<file path="src/core/fip_consts.svh">
// Offsets, field positions and reset values of the info page decoder
`ifndef FIP_CONSTS_SVH
`define FIP_CONSTS_SVH
`define FIP_OFF_SIGNATURE_LOW_BITS 8'h00
`define FIP_OFF_SIG1 8'h04
`define FIP_OFF_SIG2 8'h08
`define FIP_OFF_SIGNATURE_HIGH_BITS 8'h0c
`define FIP_OFF_SEC 8'h10
`define FIP_OFF_TRIM 8'h14
`define FIP_OFF_WPL 8'h20
`define FIP_OFF_WPH 8'h24
`define FIP_OFF_CPL 8'h30
`define FIP_OFF_CPH 8'h34
`define FIP_OFF_CTRL 8'h40
`define FIP_OFF_STAT 8'h44
`define FIP_IDX_SIGNATURE_LOW_BITS 4'h0
`define FIP_IDX_SIG1 4'h1
`define FIP_IDX_SIG2 4'h2
`define FIP_IDX_SIGNATURE_HIGH_BITS 4'h3
`define FIP_AIDX_HI 5
`define FIP_AIDX_LO 2
`define FIP_IDX_SEC 4'h4
`define FIP_IDX_TRIM 4'h5
`define FIP_IDX_WPL 4'h8
`define FIP_IDX_WPH 4'h9
`define FIP_IDX_CPL 4'hc
`define FIP_IDX_CPH 4'hd
`define FIP_WORD_RESET 32'hffffffff
`define FIP_SEC_BOOT 9
`define FIP_SEC_ERASE 8
`define FIP_SEC_PROG_HI 7
`define FIP_SEC_PROG_LO 4
`define FIP_SEC_FWIPE 3
`define FIP_SEC_SWIPE 2
`define FIP_SEC_TRACE 1
`define FIP_SEC_DEBUG 0
`define FIP_TRIM_MEM_HI 25
`define FIP_TRIM_MEM_LO 16
`define FIP_TRIM_CORE_HI 9
`define FIP_TRIM_CORE_LO 0
`define FIP_ADDR_HALF 19
`define FIP_CHUNK_HI 18
`define FIP_CHUNK_LO 14
`define FIP_QTR_HI 12
`define FIP_QTR_LO 11
`define FIP_CTRL_FREEZE 0
`define FIP_RESP_OKAY 2'h0
`define FIP_RESP_SLVERR 2'h2
`endif

</file>
<file path="src/core/fip_pkg.sv">
// Types shared by the info page decoder
`default_nettype none
package fip_pkg;
    typedef enum logic [2:0]
    {
        WIPE_IDLE = 3'b000,
        WIPE_FLASH = 3'b001,
        WIPE_SRAM = 3'b010,
        WIPE_DONE = 3'b011
    } fip_wipe_state_t;
endpackage
`default_nettype wire

</file>
<file path="src/core/fip_sync2.sv">
// Two-flop synchroniser for one level
`timescale 1ns/100ps
`default_nettype none
module fip_sync2 (
    input wire logic clk,
    input wire logic rst,
    input wire logic d,
    output var logic q
);
    logic meta_q;
    always_ff @(posedge clk)
    begin
        meta_q <= rst ? 1'b0 : d;
        q <= rst ? 1'b0 : meta_q;
    end
endmodule
`default_nettype wire

</file>
<file path="src/core/fip_chunk_guard.sv">
// Per-16KB chunk lookup in a pair of protection masks
`include "fip_consts.svh"
`timescale 1ns/100ps
`default_nettype none
module fip_chunk_guard (
    input wire logic clk,
    input wire logic rst,
    input wire logic check_valid,
    input wire logic [19:0] addr,
    input wire logic [31:0] mask_low,
    input wire logic [31:0] mask_high,
    output var logic result_valid,
    output var logic locked
);
    function automatic logic chunk_open(input logic [31:0] mask,
                                        input logic [4:0] idx);
        chunk_open = mask[idx];
    endfunction
    wire logic [4:0] idx = addr[`FIP_CHUNK_HI:`FIP_CHUNK_LO];
    wire logic open_low = chunk_open(mask_low, idx);
    wire logic open_high = chunk_open(mask_high, idx);
    // Cleared bit locks the chunk; address bit 19 picks the half
    wire logic lock_d = addr[`FIP_ADDR_HALF] ? ~open_high : ~open_low;
    always_ff @(posedge clk)
    begin
        result_valid <= rst ? 1'b0 : check_valid;
        locked <= rst ? 1'b0 : (check_valid & lock_d);
    end
endmodule
`default_nettype wire

</file>
<file path="src/core/fip_top.sv">
// Customer info page decoder: shadow words, locks, wipe sequencing
`include "fip_consts.svh"
`timescale 1ns/100ps
`default_nettype none
module fip_top #(
    // Arbitrary value, stands for a valid page signature
    parameter logic [127:0] SIGNATURE_VALUE =
        128'h0123456789abcdef_0f1e2d3c4b5a6978
) (
    input wire logic clk,
    input wire logic rst,
    input wire logic s_axi_awvalid,
    output logic s_axi_awready,
    input wire logic [7:0] s_axi_awaddr,
    input wire logic s_axi_wvalid,
    output logic s_axi_wready,
    input wire logic [31:0] s_axi_wdata,
    input wire logic [3:0] s_axi_wstrb,
    output var logic s_axi_bvalid,
    input wire logic s_axi_bready,
    output var logic [1:0] s_axi_bresp,
    input wire logic s_axi_arvalid,
    output logic s_axi_arready,
    input wire logic [7:0] s_axi_araddr,
    output var logic s_axi_rvalid,
    input wire logic s_axi_rready,
    output var logic [31:0] s_axi_rdata,
    output var logic [1:0] s_axi_rresp,
    input wire logic info_load_valid,
    input wire logic [3:0] info_load_index,
    input wire logic [31:0] info_load_data,
    output logic [127:0] page_signature,
    output var logic signature_match,
    output logic boot_loop_select,
    output logic trace_output_allow,
    output var logic debug_port_allow,
    output logic [9:0] mem_rail_trim,
    output logic [9:0] core_rail_trim,
    input wire logic info_erase_req,
    output var logic info_erase_grant,
    output var logic info_erase_refuse,
    input wire logic info_prog_req,
    input wire logic [12:0] info_prog_addr,
    output var logic info_prog_grant,
    output var logic info_prog_refuse,
    input wire logic prog_check_valid,
    input wire logic [19:0] prog_check_addr,
    output logic prog_result_valid,
    output logic prog_locked,
    input wire logic read_check_valid,
    input wire logic [19:0] read_check_addr,
    output logic read_result_valid,
    output logic read_locked,
    input wire logic debugger_attached,
    output logic flash_wipe_req,
    input wire logic flash_wipe_ack,
    output logic sram_wipe_req,
    input wire logic sram_wipe_ack
);
    logic [31:0] word_q [0:15];
    logic freeze_q;
    logic dbg_sync;
    logic dbg_prev_q;
    logic aw_held_q;
    logic w_held_q;
    logic [7:0] awaddr_q;
    logic [31:0] wdata_q;
    logic [3:0] wstrb_q;
    fip_pkg::fip_wipe_state_t state_q;
    fip_pkg::fip_wipe_state_t state_d;

    function automatic logic idx_mapped(input logic [3:0] idx);
        idx_mapped = (idx <= `FIP_IDX_TRIM) || idx == `FIP_IDX_WPL ||
            idx == `FIP_IDX_WPH || idx == `FIP_IDX_CPL ||
            idx == `FIP_IDX_CPH;
    endfunction

    // Shadow words of the info page, loaded by the flash controller
    wire logic load_en = info_load_valid & ~freeze_q;
    genvar gi;
    generate
        for (gi = 0; gi < 16; gi++)
        begin : g_word
            wire logic hit = load_en && info_load_index == 4'(gi) &&
                idx_mapped(4'(gi));
            always_ff @(posedge clk)
            begin
                if (rst)
                    word_q[gi] <= `FIP_WORD_RESET;
                else if (hit)
                    word_q[gi] <= info_load_data;
            end
        end
    endgenerate

    wire logic [31:0] sec = word_q[`FIP_IDX_SEC];
    wire logic [31:0] trim = word_q[`FIP_IDX_TRIM];

    assign page_signature = {word_q[`FIP_IDX_SIGNATURE_HIGH_BITS],
        word_q[`FIP_IDX_SIG2], word_q[`FIP_IDX_SIG1],
        word_q[`FIP_IDX_SIGNATURE_LOW_BITS]};
    assign boot_loop_select = sec[`FIP_SEC_BOOT];
    assign trace_output_allow = sec[`FIP_SEC_TRACE];
    assign mem_rail_trim = trim[`FIP_TRIM_MEM_HI:`FIP_TRIM_MEM_LO];
    assign core_rail_trim = trim[`FIP_TRIM_CORE_HI:`FIP_TRIM_CORE_LO];

    // Info page erase and program permission, one cycle after request
    wire logic [1:0] qtr = info_prog_addr[`FIP_QTR_HI:`FIP_QTR_LO];
    wire logic [3:0] prog_bits = sec[`FIP_SEC_PROG_HI:`FIP_SEC_PROG_LO];
    wire logic erase_ok = sec[`FIP_SEC_ERASE];
    wire logic prog_ok = prog_bits[qtr];
    always_ff @(posedge clk)
    begin
        info_erase_grant <= ~rst & info_erase_req & erase_ok;
        info_erase_refuse <= ~rst & info_erase_req & ~erase_ok;
        info_prog_grant <= ~rst & info_prog_req & prog_ok;
        info_prog_refuse <= ~rst & info_prog_req & ~prog_ok;
        signature_match <= ~rst && page_signature == SIGNATURE_VALUE;
    end

    // Flash program and readout chunk locks
    fip_chunk_guard u_prog_guard (
        .clk(clk),
        .rst(rst),
        .check_valid(prog_check_valid),
        .addr(prog_check_addr),
        .mask_low(word_q[`FIP_IDX_WPL]),
        .mask_high(word_q[`FIP_IDX_WPH]),
        .result_valid(prog_result_valid),
        .locked(prog_locked)
    );
    fip_chunk_guard u_read_guard (
        .clk(clk),
        .rst(rst),
        .check_valid(read_check_valid),
        .addr(read_check_addr),
        .mask_low(word_q[`FIP_IDX_CPL]),
        .mask_high(word_q[`FIP_IDX_CPH]),
        .result_valid(read_result_valid),
        .locked(read_locked)
    );

    // Debugger attach detection and wipe sequencing
    fip_sync2 u_dbg_sync (
        .clk(clk),
        .rst(rst),
        .d(debugger_attached),
        .q(dbg_sync)
    );
    wire logic attach = dbg_sync & ~dbg_prev_q;
    wire logic need_fwipe = ~sec[`FIP_SEC_FWIPE];
    wire logic need_swipe = ~sec[`FIP_SEC_SWIPE];
    wire logic wiping = state_q == fip_pkg::WIPE_FLASH ||
        state_q == fip_pkg::WIPE_SRAM;

    always_comb
    begin
        state_d = state_q;
        case (state_q)
            fip_pkg::WIPE_IDLE:
                if (attach)
                    state_d = need_fwipe ? fip_pkg::WIPE_FLASH :
                        need_swipe ? fip_pkg::WIPE_SRAM :
                        fip_pkg::WIPE_DONE;
            fip_pkg::WIPE_FLASH:
                if (flash_wipe_ack)
                    state_d = need_swipe ? fip_pkg::WIPE_SRAM :
                        fip_pkg::WIPE_DONE;
            fip_pkg::WIPE_SRAM:
                if (sram_wipe_ack)
                    state_d = fip_pkg::WIPE_DONE;
            fip_pkg::WIPE_DONE:
                if (!dbg_sync)
                    state_d = fip_pkg::WIPE_IDLE;
            default:
                state_d = fip_pkg::WIPE_IDLE;
        endcase
    end

    always_ff @(posedge clk)
    begin
        state_q <= rst ? fip_pkg::WIPE_IDLE : state_d;
        dbg_prev_q <= rst ? 1'b0 : dbg_sync;
        // Debug is shut from one cycle after a wipe starts to one cycle after it ends
        debug_port_allow <= ~rst & sec[`FIP_SEC_DEBUG] & ~wiping;
    end
    assign flash_wipe_req = state_q == fip_pkg::WIPE_FLASH;
    assign sram_wipe_req = state_q == fip_pkg::WIPE_SRAM;

    // AXI4-Lite slave
    assign s_axi_awready = ~aw_held_q & ~s_axi_bvalid;
    assign s_axi_wready = ~w_held_q & ~s_axi_bvalid;
    assign s_axi_arready = ~s_axi_rvalid;
    wire logic do_write = aw_held_q & w_held_q & ~s_axi_bvalid;
    wire logic ctrl_hit = awaddr_q == `FIP_OFF_CTRL;
    wire logic [3:0] rd_idx = s_axi_araddr[`FIP_AIDX_HI:`FIP_AIDX_LO];
    // Aligned, inside the low 64 bytes and one of the mapped words
    wire logic rd_word = s_axi_araddr == {2'h0, rd_idx, 2'h0} &&
        idx_mapped(rd_idx);
    wire logic rd_ctrl = s_axi_araddr == `FIP_OFF_CTRL;
    wire logic rd_stat = s_axi_araddr == `FIP_OFF_STAT;
    wire logic [31:0] stat_word = {26'h0, state_q, dbg_sync,
        signature_match, wiping};
    wire logic [31:0] rd_data = rd_word ? word_q[rd_idx] :
        rd_ctrl ? {31'h0, freeze_q} : rd_stat ? stat_word : 32'h0;
    wire logic rd_ok = rd_word | rd_ctrl | rd_stat;

    always_ff @(posedge clk)
    begin
        if (rst)
        begin
            aw_held_q <= 1'b0;
            w_held_q <= 1'b0;
            awaddr_q <= 8'h00;
            wdata_q <= 32'h0;
            wstrb_q <= 4'h0;
            s_axi_bvalid <= 1'b0;
            s_axi_bresp <= `FIP_RESP_OKAY;
            freeze_q <= 1'b0;
        end
        else
        begin
            if (s_axi_awvalid && s_axi_awready)
            begin
                aw_held_q <= 1'b1;
                awaddr_q <= s_axi_awaddr;
            end
            if (s_axi_wvalid && s_axi_wready)
            begin
                w_held_q <= 1'b1;
                wdata_q <= s_axi_wdata;
                wstrb_q <= s_axi_wstrb;
            end
            if (do_write)
            begin
                aw_held_q <= 1'b0;
                w_held_q <= 1'b0;
                s_axi_bvalid <= 1'b1;
                s_axi_bresp <= ctrl_hit ? `FIP_RESP_OKAY : `FIP_RESP_SLVERR;
                if (ctrl_hit && wstrb_q[0])
                    freeze_q <= wdata_q[`FIP_CTRL_FREEZE];
            end
            else if (s_axi_bready)
                s_axi_bvalid <= 1'b0;
        end
    end

    always_ff @(posedge clk)
    begin
        if (rst)
        begin
            s_axi_rvalid <= 1'b0;
            s_axi_rdata <= 32'h0;
            s_axi_rresp <= `FIP_RESP_OKAY;
        end
        else if (s_axi_arvalid && s_axi_arready)
        begin
            s_axi_rvalid <= 1'b1;
            s_axi_rdata <= rd_data;
            s_axi_rresp <= rd_ok ? `FIP_RESP_OKAY : `FIP_RESP_SLVERR;
        end
        else if (s_axi_rready)
            s_axi_rvalid <= 1'b0;
    end

    // Chunk indices seen by the lock checks below
    wire logic [4:0] prog_chunk = prog_check_addr[`FIP_CHUNK_HI:`FIP_CHUNK_LO];
    wire logic [4:0] read_chunk = read_check_addr[`FIP_CHUNK_HI:`FIP_CHUNK_LO];
endmodule
`default_nettype wire

</file>
<file path="config.mk">
export PLATFORM = sky130hd
export DESIGN_NAME = fip_top
export DESIGN_NICKNAME = d
export VERILOG_FILES = /design/src/core/fip_pkg.sv /design/src/core/fip_sync2.sv /design/src/core/fip_chunk_guard.sv /design/src/core/fip_top.sv
export VERILOG_INCLUDE_DIRS = /design/src /design/src/core
export SDC_FILE = /design/constraint.sdc
export NUM_CORES = 1
export LEC_CHECK = 0
export BUFFER_PORTS_ARGS = -buffer_cell sky130_fd_sc_hd__buf_2
export CORE_ASPECT_RATIO = 0.75
export CORE_MARGIN = 5
export CORE_UTILIZATION = 38
export CTS_CLUSTER_SIZE = 40
export DETAILED_ROUTE_END_ITERATION = 10
export HOLD_SLACK_MARGIN = 0.06
export MAX_ROUTING_LAYER = met4
export PLACE_DENSITY = 0.66
export SYNTH_ARGS = -nofsm -noshare
export SYNTH_HDL_FRONTEND = slang
export SYNTH_HIERARCHICAL = 1
export SYNTH_SLANG_ARGS = --single-unit
</file>
<file path="constraint.sdc">
create_clock -name clk -period 3.8 [get_ports clk]
set_input_delay 0.57 -clock clk [delete_from_list [all_inputs] [get_ports clk]]
set_output_delay 0.57 -clock clk [all_outputs]
set_load 0.01 [all_outputs]
</file>
# Word level (Yosys, flattened, before mapping)
# Memory sizes are Yosys's and may differ from the RTL's.
# Index checks and enable logic that the tools add are counted.
dict set report word_totals {
  register_bits 67
  ram_bits 512
  input_bits 156
  output_inout_bits 203
  elab_cells 195
  n_memories 1
}
# memory words width rd rd_clocked_by_memory_dff wr line
set memory_table {}
lappend memory_table {word_q 16 32 11 0 16 fip_top.sv:60} ;# logic [31:0] word_q [0:15];
dict set report op_classes {
  magnitude_cmp 4
  eq_ne 24
  mux 70
  bitwise 42
  n_reduce_logical 29
}
# cell count
set ops {}
lappend ops {{$mux 32} 11}
lappend ops {{$eq 128x121->1 const B} 1}
lappend ops {{$mux 1} 44}
lappend ops {{$eq 4x4->1 const B} 8}
lappend ops {{$eq 8x7->1 const B} 3}
lappend ops {{$bmux 1 s5} 4}
lappend ops {{$and 1x1->1} 16}
lappend ops {{$logic_and 1x1->1} 16}
lappend ops {{$mux 3} 5}
lappend ops {{$not 1->1} 14}
lappend ops {{$lt 5x6->1 const B} 2}
lappend ops {{$mux 6} 2}
lappend ops {{$or 1x1->1} 12}
lappend ops {{$pmux 3 s4} 1}
lappend ops {{$eq 4x2->1 const B} 2}
lappend ops {{$eq 4x3->1 const B} 2}
lappend ops {{$logic_not 4->1} 2}
lappend ops {{$eq 3x2->1 const B} 2}
lappend ops {{$logic_or 1x1->1} 5}
lappend ops {{$eq 4x1->1 const B} 1}
lappend ops {{$le 4x3->1 const B} 1}
lappend ops {{$mux 2} 2}
lappend ops {{$ne 2x1->1 const B} 2}
lappend ops {{$ne 2x2->1 const B} 2}
lappend ops {{8 further kinds} 9}

# Logic depth before layout (Yosys ltp)
# Gate-level depths: netlist of the first run.
dict set report depth {
  depth_word 9
  mapped_depth 7
  mapped_depth_nobuf 6
}

# Modules after synthesis
# The synthesis of the first run kept the hierarchy.
# mod instances cells_per_inst area_each_um2 seq_area_each_um2
set modules_own_cells {}
lappend modules_own_cells {fip_top 1 1237 17162.7 10770.3}
lappend modules_own_cells {fip_chunk_guard 2 52 656.9 40.0}
lappend modules_own_cells {fip_sync2 1 4 52.6 40.0}

# Worst setup path before layout of the first run
# OpenSTA, ideal clock, no wires.
dict set report synth_timing {
  kind {input to register}
  from {input port info_load_index[2]}
  to {memory word_q[2][0], enable pin}
  setup_time_ns 0.428
  arrival_time_ns 2.588
  path_slack_ns 0.784
  stages 4
  path_buffers 1
  cell_sequence {clkbuf_1 -> nor2_2 -> nand3_1 -> o21bai_1}
}
# item line
set synth_lines {}
lappend synth_lines {{start: declaration} fip_top.sv:30} ;# input wire logic [3:0] info_load_index,
lappend synth_lines {{end: declaration} fip_top.sv:60}

==> impl_results.md, run 1 <==
- Hold wc startpoint: debugger_attached
- Via/cell ratio: between 5 and 6
- Main combinational cell family by area after synthesis: simple AND/OR/NAND/NOR gates
- GRT overflow: 0
- I/O pin cnt: about 360
- Worst VDD drop: about 0.00045 V
- First-pass GRT wire length: 87500 µm
- Mean Syn Cell Area: roughly 14 µm²
- H-tree levels: 2
- CTS tree: done
- Post-synth EDFFs: 320
- Synth Area in Simple Gates: 0.171
- RSZ-0062 raised after global routing: no
- Combinational Power Share: 0.080
- Global Route Usage Sum: 0.224
- R2r startpoint: freeze_q$_SDFFE_PP0P_
- Clk pin slew, worst setup/hold paths: about 70 ps
- RePlAce Congestion: just under 0.9
- Sequential fraction of the synthesis area: 0.588
- Clock Path Buffers: 3
- Vias in the first global route: 12921
- Hold path endpoint: u_dbg_sync/meta_q$_SDFF_PP0_
- Layout Skew: approximately 30 ps
- Die footprint: 53300 µm²
- Post CTS Setup Buffer Count: 0
- Register Area: around 11000 µm²
- WP data arrival: around 2500 ps
- Cell Area, Synth: roughly 19000 µm²
- Multiplexer area fraction after synthesis: 0.147
- Adder-cell share of the synthesized area: 0.00392
- Drt first pass iters: 6
- Syn-to-layout area delta: 17.0%
- Post-CTS sizing: 0
- Switch share: 0.241
- Fraction of registers with async set/reset: 0
- Setup TNS: 0 ps
- Hold Path Stages: 2
- Hold_buf cts: 0
- Worst Setup Start Kind: register
- Period utilization: 0.579
- Synth Area in Compound Gates: 0.0521
- Port Buf Inserts: around 280
- Yosys warning total: 6
- Switching power: 2.23 mW
- Routed wire length per instance: 26.6 µm
- Rows: 70
- R2R Setup Slk: between 1500 and 2000 ps
- Setup WS pre-CTS: between 1000 and 1500 ps
- WL final: roughly 60000 µm
- Detailed Place HPWL: about 42000 µm
- Initial Util: 0.382
- Vias after detailed routing: 13149
- #FFs+latches synth: 384
- Clk sinks: 384
- Final Critical Period: between 2000 and 2500 ps
- Share of cells above drive strength 1: 0.337
- DRT iter0 DRCs: 1588
- Routed Antenna Nets: 0
- Final #Nets: 1734
- Die X: approximately 260 µm
- Finish-stage setup viols: 0
- Ys flop type: edfxtp_1
- R2r endpoint: word_q[1][14]$_SDFFCE_PN1P_
- Status: finished clean
- Pwr dens: 426 nW/µm²
- Final worst slack: about 1600 ps
- CP Class: register to register
- CP Data Required Time: 4110 ps
- Antenna violations before repair: 9
- Slew @ Worst Pin: between 1000 and 1500 ps
- Multi-input logic area: approximately 7000 µm²
- Fin Hold WS: 226 ps
- Cells on worst reg2reg path: 5
- Num CTS Buffers: 40
- Die Y: roughly 200 µm
- Sequential power share: 0.503
- Fmax: approximately 450 MHz
- Synth Area in XOR/XNOR: 0
- Relative slew slack: 0.247
- Clock power share: 0.417
- Max Cap Viol: 0
- Unique masters post-synth: 71
- Most common cell after layout, fill and taps aside: edfxtp_1
- Overall Power: approximately 9.2 mW
- Leading cell types in the layout, fill and taps excluded: edfxtp_1, buf_2, or3_1, nand2b_1, mux4_2
- Clk Latency, worst-skew pair: around 580 ps
- Core area: ~49000 µm²
- Leak Pwr: just over 6 nW
- Max FO, Critical Path: 13
- Fin. max-slew vios: 0
- Path category of the worst min-delay check: primary input to register
- Cells after synthesis: roughly 1300
- CTS root buffer: clkbuf_16
- Setup crit end kind: register
- Largest net degree at the start of global routing: 97
- DRC Markers: 0
- P_int: around 7 mW
- FILL cells: 4400
- Endpoints failing hold: 0
## cells by family after synthesis
group | Yosys count
AND/OR/NAND/NOR | 514
flip-flops | 384
multiplexers | 149
AO/OA/AOI/OAI | 148
buffers and inverters | 143
adder cells (fa/ha/maj) | 6
other | 1
## critical path, cell delays in order, from the launching register on
cell	delay (ps)
dfxtp_1	410
and4bb_2	430
nand2b_2	100
nor3_4	570
buf_4	340
nand2b_1	80
## state kept, by name, summed over array words and instances, names as in the netlist, 2 cells and up
register	count
s_axi_rdata	32
awaddr_q	8
state_q	2
word_q	320
## cell usage after synthesis (13+ instances only)
library cell	number	area share
a21oi_1	17	0.0046
buf_2	18	0.0049
buf_4	30	0.012
clkbuf_1	72	0.015
dfxtp_1	64	0.069
edfxtp_1	320	0.52
inv_1	13	0.0026
mux2_2	33	0.020
mux2i_1	24	0.013
mux4_2	82	0.10
nand2_1	53	0.011
nand2b_1	103	0.035
nor2_1	24	0.0049
nor2b_1	13	0.0044
o21ai_1	38	0.010
o22ai_1	29	0.0098
or2_2	32	0.011
or3_1	193	0.065
## layout make-up
type                       instances  area share
tap                              648      0.0374
clock inverter                    26     0.00993
timing repair buffer             315      0.0783
antenna                            6    0.000693
inverter                          13     0.00225
clock buffer                      46      0.0477
sequential                       384       0.502
multi-input combinational        819       0.322
## power groups by stage
stage	combinational [mW]	sequential, mW	clock [mW]
global route	0.787	4.65	4.07
detailed placement	0.735	4.74	0
floorplan	0.422	4.74	0
finish	0.736	4.65	3.86
global placement	0.720	4.73	0
CTS	0.737	4.65	3.89
## routing by layer
| metal | vias to the layer above | track usage | wire (µm) |
|---|---|---|---|
| li1 | 5653 | - | - |
| met1 | 6666 | 0.321 | 25500 |
| met2 | 749 | 0.318 | 26300 |
| met3 | 81 | 0.0604 | 6960 |
| met4 | 0 | 0.0560 | 1310 |
| met5 | - | - | 0 |
## worst max path at each step
stage | start | end | slack [ps] | cells past startpoint
6_report | freeze_q$_SDFFE_PP0P_ | word_q[1][14]$_SDFFCE_PN1P_ | 1600 | 5
5_1_grt | state_q[1]$_SDFFE_PP0P_ | state_q[0]$_SDFFE_PP0P_ | 1500 | 6
4_1_cts | word_q[1][1]$_SDFFCE_PN1P_ | signature_match$_DFF_P_ | 1520 | 4
3_5_place_dp | s_axi_araddr[3] | s_axi_rdata[20]$_SDFFE_PP0P_ | 1200 | 5
3_3_place_gp | s_axi_araddr[3] | s_axi_rdata[20]$_SDFFE_PP0P_ | 1230 | 5
2_1_floorplan | info_load_index[2] | word_q[2][0]$_SDFFCE_PN1P_ | 780 | 4
## metrics by stage
stage               cells   util  instance area [µm²]
finish               2257  0.447                21700
global route         2254  0.447                21700
CTS                  2251  0.447                21700
detailed placement   2179  0.421                20400
global placement     2179  0.421                20400
floorplan            1346      -                18500
(Power assumes the default switching activity.)
==> run 2, diff against run 1 <==
==> constraint.sdc (replaced) <==
create_clock -name clk -period 2.25 [get_ports clk]
set_input_delay 0.3375 -clock clk [delete_from_list [all_inputs] [get_ports clk]]
set_output_delay 0.3375 -clock clk [all_outputs]
set_load 0.01 [all_outputs]
==> run 2 against run 1 <==
  * Critical path depth unchanged
  * Die area unchanged
  * Critical endpoint is now signature_match$_DFF_P_
  * Clock-buffer cell count up 7
  * Non-clock buffer count up 36
  * Critical path type unchanged
  * Wire length down 0.16%
  * Highest routed layer unchanged
==> impl_results.md, run 2 (synthesized netlist as in run 1, its figures left out) <==
- Vias after detailed routing: roughly 13000
- Top Registers: word_q x320, s_axi_rdata x32, awaddr_q x8
- Period utilization: 0.846
- Final Critical Period: ~1900 ps
- H-tree levels: 2
- Num CTS Buffers: 41
- CP max-delay cell: or4_1
- CTS tree: done
- WL final: ~60000 µm
- Fin. max-slew vios: 0
- Final #Nets: between 1500 and 2000
- Placed cells: 2200
- Worst Setup Start Kind: register
- Layout Cells excl Fill: between 2000 and 2500
- DRT iter0 DRCs: 1551
- CP Class: register to register
- Slew @ Worst Pin: approximately 620 ps
- Port Buf Inserts: 283
- RePlAce Congestion: between 0.9 and 1
- Setup crit end kind: register
- Antenna violations before repair: 5
- Detailed Place HPWL: 41700 µm
- Leading cell types in the layout, fill and taps excluded: edfxtp_1, buf_2, or3_1, nand2b_1, mux4_2
- Clk pin slew, worst setup/hold paths: about 70 ps
- Global Route Usage Sum: 0.225
- Syn-to-layout area delta: 20.5%
- WP data arrival: ~2400 ps
- GRT overflow: 0
- Clk Latency, worst-skew pair: about 570 ps
- Family with the most delay on the worst path: simple AND/OR/NAND/NOR gates
- Clock Path Buffers: 3
- Fmax: ~530 MHz
- Reg with most FFs: word_q
- CTS root buffer: clkbuf_16
- Clk sinks: 384
- Path category of the worst min-delay check: primary input to register
- Share of cells above drive strength 1: 0.345
- Most common cell after layout, fill and taps aside: edfxtp_1
- RSZ-0062 raised after global routing: no
- DRC Markers: 0
- Relative slew slack: 0.589
- Layout Skew: about 31 ps
- Max reg flops: between 300 and 400
- Via/cell ratio: roughly 5.7
- Post-CTS sizing: 0
- Die Y: around 200 µm
- Status: finished clean
- Vias in the first global route: 13185
- Worst Path Buf+Inv: 1
- Die footprint: 53300 µm²
- Largest net degree at the start of global routing: between 90 and 100
- Pwr dens: between 700 and 800 nW/µm²
- Worst path max stage delay: 580 ps
- Max Cap Viol: 0
- Finish-stage setup viols: 0
- Utilization after layout: 0.460
- CP Cell Sequence: nand4bb_1, or4_1, nor4_1, buf_4, and4_1
- Endpoints failing hold: 0
- I/O pin cnt: between 300 and 400
- Drt first pass iters: 8
- Rows: 70
- First-pass GRT wire length: just under 90000 µm
- Initial Util: 0.382
- Setup TNS: 0 ps
- Die X: between 200 and 300 µm
- CP Data Required Time: roughly 2800 ps
- Routed wire length per instance: around 26 µm
- Core area: slightly below 50000 µm²
- Routed Antenna Nets: 0
- Worst VDD drop: 0.000576 V
- Leak Pwr: 6.40 nW
- Max FO, Critical Path: 3
-- run 2: what timing repair did --
action,4_1_cts,5_1_grt
buffers inserted,0,0
hold buffers,15,0
endpoints found under the setup margin,0,0
endpoints found under the hold margin,17,0
-- run 2: through the flow --
| stage | power, mW | hold slack, ps | area (µm²) | worst slack [ps] |
|---|---|---|---|---|
| floorplan | 8.72 | 409 | 18500 | 133 |
| global route | 16.4 | 144 | 22300 | 247 |
| detailed placement | 9.32 | 429 | 20800 | 146 |
| CTS | 16.0 | 102 | 22300 | 350 |
| finish | 15.9 | 132 | 22300 | 346 |
| global placement | 9.29 | 424 | 20800 | 199 |
-- run 2: worst reg2reg max path, stage by stage (launching register included) --
cell and delay (ps):
edfxtp_1 400, nand4bb_1 240, or4_1 580, nor4_1 290, buf_4 170, and4_1 180
-- run 2: per-layer routing --
| layer | up-vias | wire length (µm) | track usage |
|---|---|---|---|
| li1 | 5725 | - | - |
| met2 | 652 | 27000 | 0.329 |
| met5 | - | 0 | - |
| met1 | 6743 | 25600 | 0.319 |
| met4 | 0 | 1110 | 0.0421 |
| met3 | 69 | 6210 | 0.0621 |
-- run 2: final timing paths --
kind	start	slack (ps)	end	depth (start not counted)
min reg2reg	s_axi_rdata[22]$_SDFFE_PP0P_	450	s_axi_rdata[22]$_SDFFE_PP0P_	2
max reg2reg	word_q[1][1]$_SDFFCE_PN1P_	350	signature_match$_DFF_P_	5
max	word_q[1][1]$_SDFFCE_PN1P_	350	signature_match$_DFF_P_	5
min	read_check_valid	130	u_read_guard/result_valid$_SDFF_PP0_	2
-- run 2: area by class of cell --
type	count	area [µm²]
Inverter	13	48.8
Antenna cell	4	10.0
Timing Repair Buffer	351	2270
Multi-Input combinational cell	819	6970
Sequential cell	384	10900
Clock inverter	22	198
Clock buffer	53	1130
Tap cell	648	811
Fill cell	4350	26200
-- run 2: report_power, final --
group,switching [mW],internal (mW)
combinational,0.842,0.502
sequential,0.0698,7.78
clock,2.92,3.81
==> run 3, diff against run 2 <==
==> constraint.sdc (replaced) <==
create_clock -name clk -period 1.8 [get_ports clk]
set_input_delay 0.27 -clock clk [delete_from_list [all_inputs] [get_ports clk]]
set_output_delay 0.27 -clock clk [all_outputs]
set_load 0.01 [all_outputs]
==> run 3 against run 2 <==
  * The flow now finishes with violations (negative setup slack)
  * Wire length increased by 6.0%
  * Sequential power increased by 25%
  * Maximum frequency increased by 4.8%
  * Utilization increased by 2.2 points
  * Total power is 27% higher
  * Clock-buffer cell count is 1 lower
  * Clock power increased by 27%
  * Critical path depth is 2 higher
  * Die area unchanged
  * Via count is 4.4% higher
  * Critical endpoint is now word_q[1][5]$_SDFFCE_PN1P_
  * Largest power group unchanged
==> impl_results.md, run 3 (synthesized netlist as in run 1, its figures left out) <==
- Status: complete, but fails checks
- Failing checks: negative setup slack
- Most frequent CP cell: buf_6
- H-tree levels: 2
- Family with the most delay on the worst path: simple AND/OR/NAND/NOR gates
- Clk pin slew, worst setup/hold paths: around 60 ps
- DRT met1 WL: roughly 27000 µm
- DRT iter0 DRCs: 1571
- I/O pin cnt: approximately 360
- Largest net degree at the start of global routing: 97
- Worst Path Buf+Inv: 3
- First-pass GRT wire length: 90700 µm
- Max reg flops: 320
- Finish-stage setup viols: 6
- Met2 wire length: about 29000 µm
- Placed cells: roughly 2300
- Fin Hold WS: 110 ps
- Top Registers: word_q x320, s_axi_rdata x32, awaddr_q x8
- GRT overflow: 0
- Global Route Usage Sum: 0.230
- Syn-to-layout area delta: 26.1%
- Setup WS pre-CTS: -210 ps
- Die Y: 201 µm
- WL final: 63500 µm
- Fin. max-slew vios: 0
- CP Cell Sequence: buf_6, and4bb_2, nand2b_4, nor3_4, buf_6, buf_12, or2b_1
- Detailed Place HPWL: approximately 44000 µm
- CP Data Required Time: around 2100 ps
- Share of cells above drive strength 1: 0.389
- Relative slew slack: 0.589
- WP data arrival: around 2100 ps
- Num CTS Buffers: 42
- Clk sinks: between 300 and 400
- Initial Util: 0.382
- Layout Skew: about 26 ps
- Layout Cells excl Fill: about 2400
- Endpoints failing hold: 0
- Clock Path Buffers: 3
- CP max-delay cell: dfxtp_2
- Drt first pass iters: 5
- Leak Pwr: 6.94 nW
- Max FO, Critical Path: 8
- Core area: 48500 µm²
- Final worst slack: -16.0 ps
- Final Critical Period: roughly 1800 ps
- CP Class: register to register
- Die X: 265 µm
- Leading cell types in the layout, fill and taps excluded: edfxtp_1, buf_2, or3_1, nand2b_1, buf_4
- Worst VDD drop: 0.000645 V
- Routed wire length per instance: 26.6 µm
- DRC Markers: 0
- Reg with most FFs: word_q
- Final #Nets: between 1500 and 2000
- Antenna violations before repair: 9
- Port Buf Inserts: between 200 and 300
- Via/cell ratio: around 5.8
- Setup crit end kind: register
- Slew @ Worst Pin: ~610 ps
- Worst path max stage delay: between 300 and 400 ps
- Max Cap Viol: 0
- Pwr dens: roughly 870 nW/µm²
- Fmax: ~550 MHz
- Routed Antenna Nets: 0
- Met3 WL: 6130 µm
- Vias in the first global route: 13531
- Period utilization: 1.01
- Rows: 70
- RePlAce Congestion: 0.902
- Clk Latency, worst-skew pair: 580 ps
- Most common cell after layout, fill and taps aside: edfxtp_1
- Vias after detailed routing: roughly 14000
- Top Metal Used: met4
- Path category of the worst min-delay check: primary input to register
- RSZ-0062 raised after global routing: yes
- CTS root buffer: clkbuf_16
- Die footprint: ~53000 µm²
- CTS tree: done
- Worst Setup Start Kind: register
==> run 3: cell types whose count changed in the layout (fill, tap and decap cells not counted), sizes merged <==
| cell | change |
|---|---|
| clkbuf | +2 |
| dlygate4sd3 | +2 |
| clkinv | -1 |
| clkinvlp | +1 |
| buf | +78 |
| or3b | +3 |
| diode | +3 |
| inv | +2 |
==> run 3: power by group <==
| group | total, mW | switching [mW] | internal (mW) |
|---|---|---|---|
| Sequential | 9.80 | 0.0712 | 9.72 |
| Clock | 8.55 | 3.75 | 4.81 |
| Combinational | 1.91 | 1.15 | 0.760 |
==> run 3: final timing paths <==
path	slack [ps]	cells past startpoint	end	start
worst min-delay path	110	2	word_q[0][18]$_SDFFCE_PN1P_	info_load_data[18]
worst max-delay path	-20	7	word_q[1][5]$_SDFFCE_PN1P_	freeze_q$_SDFFE_PP0P_
worst max register to register	-20	7	word_q[1][5]$_SDFFCE_PN1P_	freeze_q$_SDFFE_PP0P_
worst min register to register	440	1	u_dbg_sync/q$_SDFF_PP0_	u_dbg_sync/meta_q$_SDFF_PP0_
==> run 3: repair_timing <==
| item | in CTS | in global routing |
|---|---|---|
| hold buffers | 17 | 0 |
| resized for setup | 7 | 29 |
| pin swaps | 2 | 8 |
| cloned | 0 | 8 |
| setup endpoints to repair | 49 | 284 |
| buffers inserted | 4 | 7 |
| hold endpoints to repair | 19 | 0 |
==> run 3: final cells by class <==
cell class                      instances  area (µm²)
Multi-Input combinational cell        822        7150
Clock inverter                         24         220
Inverter                               13        48.8
Clock buffer                           52        1130
Fill cell                            4243       25100
Antenna cell                            7        17.5
Tap cell                              648         811
Timing Repair Buffer                  434        3110
Sequential cell                       384       10900
==> run 3: per-layer routing <==
| layer | vias to the layer above | global-route usage |
|---|---|---|
| met1 | 7015 | 0.336 |
| met2 | 745 | 0.334 |
| met4 | 0 | 0.0484 |
| met3 | 82 | 0.0488 |
| li1 | 5925 | - |
| met5 | - | - |
==> run 3: through the flow <==
step	cell area, µm²	TNS, ps	utilization	power (mW)
final	23400	-69.9	0.482	20.3
after global routing	23400	-4890	0.481	20.8
after CTS	23000	0	0.475	20.3
after floorplan	18600	-307	-	10.9
after global placement	21500	-3900	0.442	11.8
after detailed placement	21500	-5580	0.442	11.8
